### src/core/pwt_pkg.sv
package pwt_pkg;
   // Register offsets on the plain register port
   localparam logic [1:0] OFF_CTRL  = 2'h0;
   localparam logic [1:0] OFF_CNT_L = 2'h1;
   localparam logic [1:0] OFF_CNT_H = 2'h2;
   localparam logic [1:0] OFF_IRQ   = 2'h3;

   // Control register field positions
   localparam int CTRL_MODE_HI = 7;
   localparam int CTRL_MODE_LO = 6;
   localparam int CTRL_EN_BIT  = 4;
   localparam int CTRL_EDGE_BIT = 3;
   localparam int CTRL_PSC_HI  = 2;
   localparam int CTRL_PSC_LO  = 0;

   // Interrupt register field positions
   localparam int IRQ_FLAG_BIT = 0;
   localparam int IRQ_EN_BIT   = 1;

   // Reset values and the counter full value
   localparam logic [7:0]  CTRL_RESET = 8'h08;
   localparam logic [15:0] CNT_RESET  = 16'h0000;
   localparam logic [15:0] CNT_FULL   = 16'hffff;

   // Operating modes
   localparam logic [1:0] MODE_EVENT = 2'h1;
   localparam logic [1:0] MODE_TIMER = 2'h2;
   localparam logic [1:0] MODE_PULSE = 2'h3;

   // Prescaler width: ratios 2^0 .. 2^7
   localparam int PSC_W = 7;

   typedef struct packed {
      logic [1:0] mode;
      logic       enable;
      logic       edgeRise;
      logic [2:0] psc;
   } pwt_ctrl_s;

   typedef enum logic [2:0] {
      ST_IDLE  = 3'b001,
      ST_ARMED = 3'b010,
      ST_COUNT = 3'b100
   } pwt_state_e;
endpackage

### src/core/pulse_width_timer.sv
// Our own choices: the register addresses and the plain strobed port.
`timescale 1ns/100ps
`default_nettype none

module pulse_width_timer (
   input  wire logic       mclk,
   input  wire logic       resetn,
   input  wire logic [1:0] regAddr,
   input  wire logic [7:0] regWdata,
   input  wire logic       regWrite,
   input  wire logic       regRead,
   output var  logic [7:0] regRdata,
   input  wire logic       timerInput,
   input  wire logic       standby,
   output var  logic       irqOut,
   output var  logic       wakeOut
);
   import pwt_pkg::*;

   // ----------------------------------------------------------------
   // Declarations
   // ----------------------------------------------------------------
   pwt_ctrl_s    ctrl_ff;
   pwt_state_e   state_ff;
   pwt_state_e   nxt_state;
   logic [15:0]  count_ff;
   logic [15:0]  preload_ff;
   logic [7:0]   lowBuf_ff;
   logic [7:0]   readLatch_ff;
   logic [PSC_W-1:0] psc_ff;
   logic         pinSync1_ff;
   logic         pinSync2_ff;
   logic         pinPrev_ff;
   logic         irqFlag_ff;
   logic         irqEn_ff;
   logic         flagAtEntry_ff;
   logic         standbyPrev_ff;
   logic         pendStart_ff;
   logic         pendStop_ff;
   logic         tick;
   logic         inhibit;
   logic         startEdge;
   logic         stopEdge;
   logic         counting;
   logic         overflow;
   logic         autoClear;
   logic         wrCtrl;
   logic         wrHigh;
   logic         wrLow;
   logic         wrIrq;
   logic         rdHigh;
   logic         rdCnt;

   // Selected prescaler tap: bit n toggles at clock / 2^(n+1)
   function automatic logic tapFall(input logic [PSC_W-1:0] cur, input logic [2:0] sel);
      logic [PSC_W:0] nxtVal;
      nxtVal = {1'b0, cur} + {{PSC_W{1'b0}}, 1'b1};
      if (sel == 3'h0) begin
         tapFall = 1'b1;
      end else begin
         tapFall = cur[sel - 3'h1] & ~nxtVal[sel - 3'h1];
      end
   endfunction

   function automatic logic isAddr(input logic [1:0] a, input logic [1:0] off);
      isAddr = (a == off);
   endfunction

   // ----------------------------------------------------------------
   // Register port decode
   // ----------------------------------------------------------------
   assign wrCtrl = regWrite & isAddr(regAddr, OFF_CTRL);
   assign wrLow  = regWrite & isAddr(regAddr, OFF_CNT_L);
   assign wrHigh = regWrite & isAddr(regAddr, OFF_CNT_H);
   assign wrIrq  = regWrite & isAddr(regAddr, OFF_IRQ);
   assign rdHigh = regRead & isAddr(regAddr, OFF_CNT_H);
   assign rdCnt  = regRead & (isAddr(regAddr, OFF_CNT_H) | isAddr(regAddr, OFF_CNT_L));

   // Tick blanked during counter reads and preload writes
   assign inhibit = rdCnt | wrHigh | wrLow;
   assign tick    = tapFall(psc_ff, ctrl_ff.psc) & ~inhibit;

   // ----------------------------------------------------------------
   // Input pin synchroniser and edge detect
   // ----------------------------------------------------------------
   // Two flops against metastability; edges from a third registered copy
   always_ff @(posedge mclk or negedge resetn) begin
      if (!resetn) begin
         pinSync1_ff <= 1'b0;
         pinSync2_ff <= 1'b0;
         pinPrev_ff  <= 1'b0;
      end else begin
         pinSync1_ff <= timerInput;
         pinSync2_ff <= pinSync1_ff;
         pinPrev_ff  <= pinSync2_ff;
      end
   end

   // Edge polarity follows the edge select bit
   assign startEdge = ctrl_ff.edgeRise ? (pinSync2_ff & ~pinPrev_ff)
                                       : (~pinSync2_ff & pinPrev_ff);
   assign stopEdge  = ctrl_ff.edgeRise ? (~pinSync2_ff & pinPrev_ff)
                                       : (pinSync2_ff & ~pinPrev_ff);

   // Edges are held until the next tick so start and stop edges move the FSM on ticks only
   always_ff @(posedge mclk or negedge resetn) begin
      if (!resetn) begin
         pendStart_ff <= 1'b0;
         pendStop_ff  <= 1'b0;
      end else begin
         pendStart_ff <= (state_ff == ST_ARMED) & ~tick & (pendStart_ff | startEdge);
         pendStop_ff  <= (state_ff == ST_COUNT) & ~tick & (pendStop_ff | stopEdge);
      end
   end

   // ----------------------------------------------------------------
   // Prescaler
   // ----------------------------------------------------------------
   // Free running, so the tick phase is not tied to the pin edge
   always_ff @(posedge mclk or negedge resetn) begin
      if (!resetn) begin
         psc_ff <= '0;
      end else begin
         psc_ff <= psc_ff + {{(PSC_W-1){1'b0}}, 1'b1};
      end
   end

   // ----------------------------------------------------------------
   // Measurement state machine
   // ----------------------------------------------------------------
   // Only pulse mode walks the machine; other modes sit in idle
   always_comb begin
      nxt_state = state_ff;
      unique case (state_ff)
         ST_IDLE: begin
            if (ctrl_ff.enable && ctrl_ff.mode == MODE_PULSE) begin
               nxt_state = ST_ARMED;
            end
         end
         ST_ARMED: begin
            if (!ctrl_ff.enable || ctrl_ff.mode != MODE_PULSE) begin
               nxt_state = ST_IDLE;
            end else if (tick && (pendStart_ff || startEdge)) begin
               nxt_state = ST_COUNT;
            end
         end
         ST_COUNT: begin
            if (!ctrl_ff.enable || ctrl_ff.mode != MODE_PULSE) begin
               nxt_state = ST_IDLE;
            end else if (tick && (pendStop_ff || stopEdge)) begin
               nxt_state = ST_IDLE;
            end
         end
         default: nxt_state = ST_IDLE;
      endcase
   end

   always_ff @(posedge mclk or negedge resetn) begin
      if (!resetn) begin
         state_ff <= ST_IDLE;
      end else begin
         state_ff <= nxt_state;
      end
   end

   // Self-clear only ever fires from pulse mode
   assign autoClear = (state_ff == ST_COUNT) & (nxt_state == ST_IDLE) & ctrl_ff.enable
                      & (ctrl_ff.mode == MODE_PULSE);
   assign counting  = (state_ff == ST_COUNT) & tick & ~autoClear;
   assign overflow  = counting & (count_ff == CNT_FULL);

   // ----------------------------------------------------------------
   // Control register
   // ----------------------------------------------------------------
   // Software write wins; hardware clears enable at end of pulse
   always_ff @(posedge mclk or negedge resetn) begin
      if (!resetn) begin
         ctrl_ff <= {CTRL_RESET[CTRL_MODE_HI:CTRL_MODE_LO], CTRL_RESET[CTRL_EN_BIT],
                     CTRL_RESET[CTRL_EDGE_BIT], CTRL_RESET[CTRL_PSC_HI:CTRL_PSC_LO]};
      end else if (wrCtrl) begin
         ctrl_ff.mode     <= regWdata[CTRL_MODE_HI:CTRL_MODE_LO];
         ctrl_ff.enable   <= regWdata[CTRL_EN_BIT];
         ctrl_ff.edgeRise <= regWdata[CTRL_EDGE_BIT];
         ctrl_ff.psc      <= regWdata[CTRL_PSC_HI:CTRL_PSC_LO];
      end else if (autoClear) begin
         ctrl_ff.enable <= 1'b0;
      end
   end

   // ----------------------------------------------------------------
   // Preload and counter
   // ----------------------------------------------------------------
   // High-byte write commits buffered low byte with it
   always_ff @(posedge mclk or negedge resetn) begin
      if (!resetn) begin
         lowBuf_ff  <= CNT_RESET[7:0];
         preload_ff <= CNT_RESET;
      end else begin
         if (wrLow) begin
            lowBuf_ff <= regWdata;
         end
         if (wrHigh) begin
            preload_ff <= {regWdata, lowBuf_ff};
         end
      end
   end

   // Disabled: preload lands at once; running: waits for overflow
   always_ff @(posedge mclk or negedge resetn) begin
      if (!resetn) begin
         count_ff <= CNT_RESET;
      end else if (wrHigh && !ctrl_ff.enable) begin
         count_ff <= {regWdata, lowBuf_ff};
      end else if (overflow) begin
         count_ff <= preload_ff;
      end else if (counting) begin
         count_ff <= count_ff + 16'h0001;
      end
   end

   // ----------------------------------------------------------------
   // Interrupt flag, enable and wake
   // ----------------------------------------------------------------
   // Overflow beats a same-cycle software clear
   always_ff @(posedge mclk or negedge resetn) begin
      if (!resetn) begin
         irqFlag_ff <= 1'b0;
         irqEn_ff   <= 1'b0;
      end else begin
         if (overflow) begin
            irqFlag_ff <= 1'b1;
         end else if (wrIrq) begin
            irqFlag_ff <= regWdata[IRQ_FLAG_BIT];
         end
         if (wrIrq) begin
            irqEn_ff <= regWdata[IRQ_EN_BIT];
         end
      end
   end

   // Flag sampled on standby entry decides whether wake is allowed
   always_ff @(posedge mclk or negedge resetn) begin
      if (!resetn) begin
         standbyPrev_ff <= 1'b0;
         flagAtEntry_ff <= 1'b0;
      end else begin
         standbyPrev_ff <= standby;
         if (standby && !standbyPrev_ff) begin
            flagAtEntry_ff <= irqFlag_ff;
         end
      end
   end

   always_ff @(posedge mclk or negedge resetn) begin
      if (!resetn) begin
         irqOut  <= 1'b0;
         wakeOut <= 1'b0;
      end else begin
         irqOut <= irqFlag_ff & irqEn_ff;
         // Wake ignores interrupt enable
         wakeOut <= standby & standbyPrev_ff & overflow & ~flagAtEntry_ff;
      end
   end

   // ----------------------------------------------------------------
   // Read path
   // ----------------------------------------------------------------
   // High-byte read snapshots low byte so the pair stays coherent
   always_ff @(posedge mclk or negedge resetn) begin
      if (!resetn) begin
         readLatch_ff <= 8'h00;
         regRdata     <= 8'h00;
      end else begin
         if (rdHigh) begin
            readLatch_ff <= count_ff[7:0];
         end
         regRdata <= 8'h00;
         if (regRead) begin
            unique case (regAddr)
               OFF_CTRL:  regRdata <= {ctrl_ff.mode, 1'b0, ctrl_ff.enable,
                                       ctrl_ff.edgeRise, ctrl_ff.psc};
               OFF_CNT_L: regRdata <= readLatch_ff;
               OFF_CNT_H: regRdata <= count_ff[15:8];
               OFF_IRQ:   regRdata <= {6'h00, irqEn_ff, irqFlag_ff};
            endcase
         end
      end
   end
endmodule // pulse_width_timer

`default_nettype wire

### config.mk
export PLATFORM = sky130hd
export DESIGN_NAME = pulse_width_timer
export DESIGN_NICKNAME = d
export VERILOG_FILES = /design/src/core/pwt_pkg.sv /design/src/core/pulse_width_timer.sv
export SDC_FILE = /design/constraint.sdc
export NUM_CORES = 1
export LEC_CHECK = 0
export ABC_AREA = 1
export BUFFER_PORTS_ARGS = -buffer_cell sky130_fd_sc_hd__buf_2
export CAP_MARGIN = 0
export CORE_MARGIN = 4
export CORE_UTILIZATION = 50
export CTS_CLUSTER_SIZE = 30
export DETAILED_ROUTE_END_ITERATION = 7
export MAX_ROUTING_LAYER = met4
export PLACE_DENSITY = 0.79
export RECOVER_POWER = 25
export SLEW_MARGIN = 20
export SYNTH_ARGS = -nofsm -noshare
export SYNTH_HDL_FRONTEND = slang
export SYNTH_SLANG_ARGS = --single-unit
### constraint.sdc
create_clock -name mclk -period 3.2 [get_ports mclk]
set_input_delay 0.16 -clock mclk [delete_from_list [all_inputs] [get_ports mclk]]
set_output_delay 0.16 -clock mclk [all_outputs]
set_load 0.01 [all_outputs]
======== After elaboration in Yosys (flattened, before gate mapping) ========
Index checks and enable logic that the tools add are counted.
cells by class
  multiplexer cells ....................... 22
  $lt $le $gt $ge ......................... 1
  equal/unequal tests ..................... 10
  bitwise logic cells ..................... 36
  reduce and logical (&&, ||, !) cells .... 15
  $add $sub $neg .......................... 4
operator list
  kind                                                count
  two-way mux 16 bit                                  3
  one-hot mux 8 bit (4 select lines)                  1
  AND 1 bit                                           24
  adder 16 x 1 -> 16 bit, second input constant       1
  == test 16 bit, second input constant               1
  two-way mux 3 bit                                   5
  two-way mux 1 bit                                   9
  one-hot mux 3 bit (3 select lines)                  1
  adder 7 x 1 -> 8 bit, second input constant         1
  two-way mux 8 bit                                   1
  adder 7 x 1 -> 7 bit, second input constant         1
  inverter 1 bit                                      7
  binary-select mux 1 bit (select 3 bit)              2
  == test 2 bit, second input constant                3
  == test 3 x 1 -> 1 bit, second input constant       2
  logical AND 1 bit                                   5
  OR 1 bit                                            5
  < comparator 3 x 4 -> 1 bit, second input constant  1
  nonzero test 2 bit                                  2
  == test 3 x 2 -> 1 bit, second input constant       1
  == test 3 bit, second input constant                1
  logical NOT 3 bit                                   1
  logical OR 1 bit                                    3
  nonzero test 3 bit                                  1
  other kinds (5)                                     6
word-level totals
  output and inout bits ................... 10
  register bits after elaboration ......... 84
  input port bits ......................... 16

======== Depth between registers and ports, before layout ========
  depth after elaboration ................. 20
  mapped depth ............................ 17
  mapped depth without buffers ............ 16

======== Worst setup path after synthesis ========
Ideal clock, no wire load.
  path kind ............................... register -> register
  from .................................... reg ctrl_ff[0] in the netlist's numbering
  to ...................................... reg count_ff[7]
  library setup time ...................... 120 ps
  required time ........................... 3080 ps
  path buffers ............................ 2
  arrival time ............................ 2031 ps
  stages on the path, launching flop included .. 16
  slack ................................... 1049 ps
  cell sequence ........................... dfrtp_1 -> buf_6 -> inv_2 -> ha_1 -> inv_1 -> a21oi_1 -> nand2_1 -> a21oi_1 -> a21oi_1 -> a21oi_4 -> o211ai_4 -> buf_6 -> nand2_2 -> o21ai_0 -> inv_1 -> nand2_1
between the ends
  longest elaborated chain between the ends .. 20
  elaborated cells on any way between the ends .. 28
  classes of those cells .................. add/sub: 1; eq/ne: 1; mux: 12; bitwise: 10; reduce/logical: 4
RTL lines
  item                                         RTL line                                            source
  start: declaration                           pulse_width_timer.sv:23                             pwt_ctrl_s ctrl_ff;
  start signal: assignment                     pulse_width_timer.sv:178                            ctrl_ff <= {CTRL_RESET[CTRL_MODE_HI:CTRL_MODE_LO], CTRL_RESET[CTRL_EN_BIT],
  subtractor 3 x 1 -> 3 bit                    pulse_width_timer.sv:61                             tapFall = cur[sel - 3'h1] & ~nxtVal[sel - 3'h1];
  binary-select mux 1 bit (select 3 bit)       pulse_width_timer.sv:61
  two-way mux 1 bit (implied by the code)      pulse_width_timer.sv:61
  inverter 1 bit                               pulse_width_timer.sv:61
  AND 1 bit                                    pulse_width_timer.sv:61
  two-way mux 1 bit *                          pulse_width_timer.sv:58                             if (sel == 3'h0) begin
  AND 1 bit *                                  pulse_width_timer.sv:81                             assign tick = tapFall(psc_ff, ctrl_ff.psc) & ~inhibit;
  logical AND 1 bit, on equally long branches  pulse_width_timer.sv:150, pulse_width_timer.sv:143
  [3 not listed]                               -
  == test 3 x 1 -> 1 bit                       pulse_width_timer.sv:167                            assign autoClear = (state_ff == ST_COUNT) & (nxt_state == ST_IDLE) & ctrl_ff.enable
  AND 1 bit (2 in a row)                       pulse_width_timer.sv:167
  AND 1 bit                                    pulse_width_timer.sv:168                            & (ctrl_ff.mode == MODE_PULSE);
  inverter 1 bit                               pulse_width_timer.sv:169                            assign counting = (state_ff == ST_COUNT) & tick & ~autoClear;
  AND 1 bit *                                  pulse_width_timer.sv:169
  AND 1 bit                                    pulse_width_timer.sv:170                            assign overflow = counting & (count_ff == CNT_FULL);
  two-way mux 16 bit                           pulse_width_timer.sv:214                            end else if (overflow) begin
  two-way mux 16 bit                           pulse_width_timer.sv:212                            end else if (wrHigh && !ctrl_ff.enable) begin
  end signal: assignment                       pulse_width_timer.sv:213                            count_ff <= {regWdata, lowBuf_ff};
  end signal: assignment                       pulse_width_timer.sv:215                            count_ff <= preload_ff;
  end signal: assignment                       pulse_width_timer.sv:217                            count_ff <= count_ff + 16'h0001;
  end: declaration                             pulse_width_timer.sv:26                             logic [15:0] count_ff;
Every way passes the cells marked *; elsewhere a longest branch is shown, timed or not. The select of a mux whose other input is x is not followed.
A chain may end at the register's enable or synchronous reset.

======== Worst setup path in the final report ========
  from .................................... reg ctrl_ff[0] in the netlist's numbering
  to ...................................... reg count_ff[13]
Same word-level chain as after synthesis.

==> results.py <==
metrics = {
    "sta": {
        "min_period_ps": 2840,
        "post-route-period-util_pct": 88.7,
        "clock_skew_ps": 6.72,
        "hold_violations": 0,
        "timing.fmax_mhz": 352,
        "setup_tns_ps": 0,
        "setup_slack_ps": 361,
        "setup_viol": 0,
        "slew_headroom_pct": -37.0,
        "drv_slew": 85,
        "worstMarginPinSlew_ps": 2060,
        "rsz0062_at_grt": "no",
    },
    "worst_hold_path": {
        "hold_path_depth": 3,
        "min_path_type": "in2reg",
        "holdPathEnd": "count_ff[10]",
        "min_from": "regWdata[2]",
    },
    "run": {
        "max-cap-violations": 1,
    },
    "place": {
        "place.gp.congestion": 0.944,
        "dp.cells": 607,
        "io_buffers": 25,
        "dpl.hpwl_um": 6930,
        "pre_cts_ws_ps": 240,
    },
    "synthesis": {
        "ys_seq_area_share_pct": 48.6,
        "syn_inst": 491,
        "synth_area_per_cell_um2": 8.81,
        "ys.warnings.count": 0,
        "ys_ff_latch": 84,
        "syn_area_um2": 4330,
        "syn-num-nets": 516,
        "yosys.cell_types.count": 41,
    },
    "worst_setup_path": {
        "critical-path-slowest-cell": "dfrtp_2",
        "startpoint_type": "flop",
        "path_delay_family": "compound AO/OA/AOI/OAI gates",
        "path_buf_inv": 3,
        "r2r_end": "count_ff[13]",
        "cp.required_ps": 3440,
        "cp_cell_sequence": "inv_2 > ha_1 > inv_1 > a21oi_1 > nand2_1 > a21oi_1 > a21oi_1 > a21oi_4 > o211ai_4 > inv_4 > nand2_1 > o21ai_1 > nand2_1",
        "path_class": "reg2reg",
        "worstPathArrival_ps": 3080,
        "timing.reg2reg.setup_slack_ps": 360,
        "slowest_delay_ps": 470,
        "path_max_fanout": 22,
        "r2r_start": "ctrl_ff[0]",
        "rr_worst_depth": 13,
        "worstSetupEndpointType": "flop",
    },
    "power": {
        "switching_share_pct": 32.5,
        "p_int_w": 0.00172,
        "clkPwrFrac_pct": 26.3,
        "p_leak_nw": 2.28,
        "seq_power_share_pct": 54.4,
        "p_comb_share_pct": 19.3,
        "p_sw_w": 0.000830,
        "ir_drop_mv": 0.244,
        "power_density_nw_per_um2": 544,
    },
    "cts": {
        "clkLatencyLatePin_ps": 340,
        "cts_max_level": 3,
        "clkSlewWorstSetupHoldPaths_ps": 80,
        "root_buffer": "clkbuf_8",
        "clk_path_buf_depth": 2,
        "post_cts.repair.setup_buffers": 0,
        "tritoncts": "done",
        "clkSinkCount": 84,
        "cts-buffers-inserted": 9,
    },
    "outcome": {
        "status": "finished with violations",
        "violations": "capacitance limit, slew limit",
    },
    "layout": {
        "final-instance-count-excl-fill": 626,
        "diodes": 0,
        "drive_above_1_share_pct": 14.8,
        "finalNetCount": 541,
        "layout_commonest_cell": "nand2_1",
        "final_cell_mix": "nand2_1 (102), dfrtp_1 (81), inv_1 (60)",
        "syn_to_final_growth_pct": 8.56,
    },
    "die": {
        "die-height_um": 101,
        "chipWidth_um": 101,
        "dieArea_um2": 10200,
        "placementRows": 33,
        "start_util_pct": 52.1,
        "fp.coreArea_um2": 8300,
        "io_pins": 26,
    },
    "drt": {
        "drtIter0Drc": 295,
        "vias_per_cell": 5.60,
        "drc": 0,
        "firstDrtPassIters": 7,
        "vias": 3508,
        "detail_route.wl_per_cell_um": 15.6,
        "detail-route-antenna-nets": 0,
        "totalWireLength_um": 9760,
    },
    "global_routing": {
        "track_usage_pct": 20.9,
        "antenna_found_initial": 0,
        "gr-total-overflow": 0,
        "grt_max_degree": 85,
        "grt_pass1_wl_um": 16300,
        "grt_pass1_vias": 3339,
    },
}
==> metrics by stage <==
step                      hold slack (ps)  power [W]  area (um2)  utilization (%)
after floorplan                      -136    0.00172        4330                -
after global placement                272    0.00185        4510             54.3
after detailed placement              273    0.00189        4510             54.3
after CTS                            41.8    0.00256        4700             56.6
after global routing                 60.6    0.00270        4700             56.6
final                                59.8    0.00255        4700             56.6
==> worst max-delay path by stage <==
stage / cells past startpoint / endpoint / startpoint / slack (ps)
2_1_floorplan: 15 / count_ff[7] / ctrl_ff[0] / 1050
3_3_place_gp: 13 / count_ff[7] / ctrl_ff[0] / 430
3_5_place_dp: 13 / count_ff[13] / ctrl_ff[0] / 240
4_1_cts: 13 / count_ff[13] / ctrl_ff[0] / 190
5_1_grt: 13 / count_ff[7] / ctrl_ff[0] / 90
6_report: 13 / count_ff[13] / ctrl_ff[0] / 360
==> cells by family (layout without fill, tap and decap cells) <==
group | after synthesis | count (layout) | share of synthesized area (%)
simple gates | 205 | 205 | 22.6
xor+xnor | 15 | 15 | 3.04
mux | 9 | 9 | 2.34
compound gates | 88 | 88 | 12.8
fa+ha+maj | 9 | 9 | 2.60
buf+inv | 81 | 111 | 7.89
flops | 84 | 84 | 48.6
==> final cells by class <==
| class | count | area (um2) |
|---|---|---|
| Fill cell | 737 | 3600 |
| Sequential cell | 84 | 2110 |
| Multi-Input combinational cell | 326 | 1880 |
| Inverter | 63 | 239 |
| Timing Repair Buffer | 32 | 170 |
| Clock buffer | 12 | 145 |
| Tap cell | 105 | 131 |
| Clock inverter | 4 | 25.0 |
==> repair_timing <==
item                       CTS  global route
hold endpoints to repair     2            82
gates resized for setup      0             3
setup endpoints to repair    0             3
hold buffers                 2             1
==> tightest hold or removal path, stage by stage <==
cell,delay (ps)
buf_2,90
nand2_1,60
nand3_2,60
==> state kept, by name, indices dropped and copies added (netlist names) <==
signal and flops:
pendStart_ff 1, state_ff 3, readLatch_ff 8, standbyPrev_ff 1, lowBuf_ff 8, pinSync1_ff 1
pendStop_ff 1, irqFlag_ff 1, flagAtEntry_ff 1, regRdata 8, wakeOut 1, ctrl_ff 7
pinPrev_ff 1, psc_ff 7, count_ff 16, pinSync2_ff 1, irqOut 1, irqEn_ff 1
preload_ff 16
==> metal layers <==
layer | global-route usage, % | vias up | routed length (um)
met4 | 9.71 | 0 | 361
met2 | 29.8 | 151 | 4290
li1 | - | 1662 | -
met3 | 3.04 | 35 | 750
met1 | 29.4 | 1660 | 4360
met5 | - | - | 0
==> synthesized netlist by cell type (all sizes together) <==
cell | count | share of area, %
a21oi | 15 | 2.0
a221oi | 3 | 0.61
a31oi | 4 | 0.58
and2 | 4 | 0.58
buf | 7 | 1.4
clkbuf | 11 | 0.98
dfrtp | 82 | 47
dfstp | 2 | 1.2
ha | 9 | 2.6
inv | 63 | 5.5
mux2 | 9 | 2.3
nand2 | 104 | 9.1
nand3 | 44 | 6.0
nand4 | 7 | 1.2
nor2 | 19 | 1.9
nor3 | 16 | 2.2
o211ai | 12 | 3.1
o21ai | 51 | 6.0
o21bai | 1 | 0.26
o22ai | 1 | 0.14
o31ai | 1 | 0.17
or2 | 11 | 1.6
xnor2 | 2 | 0.40
xor2 | 13 | 2.6
==> power groups by stage <==
| stage | logic [W] | clock network [W] | registers (W) |
|---|---|---|---|
| 3_3_place_gp | 0.000459 | 0 | 0.00139 |
| 4_1_cts | 0.000491 | 0.000682 | 0.00138 |
| 5_1_grt | 0.000556 | 0.000734 | 0.00141 |
| 6_report | 0.000492 | 0.000672 | 0.00139 |
| 2_1_floorplan | 0.000369 | 0 | 0.00135 |
| 3_5_place_dp | 0.000483 | 0 | 0.00140 |
Note: power is estimated with default switching activity, not from simulation.
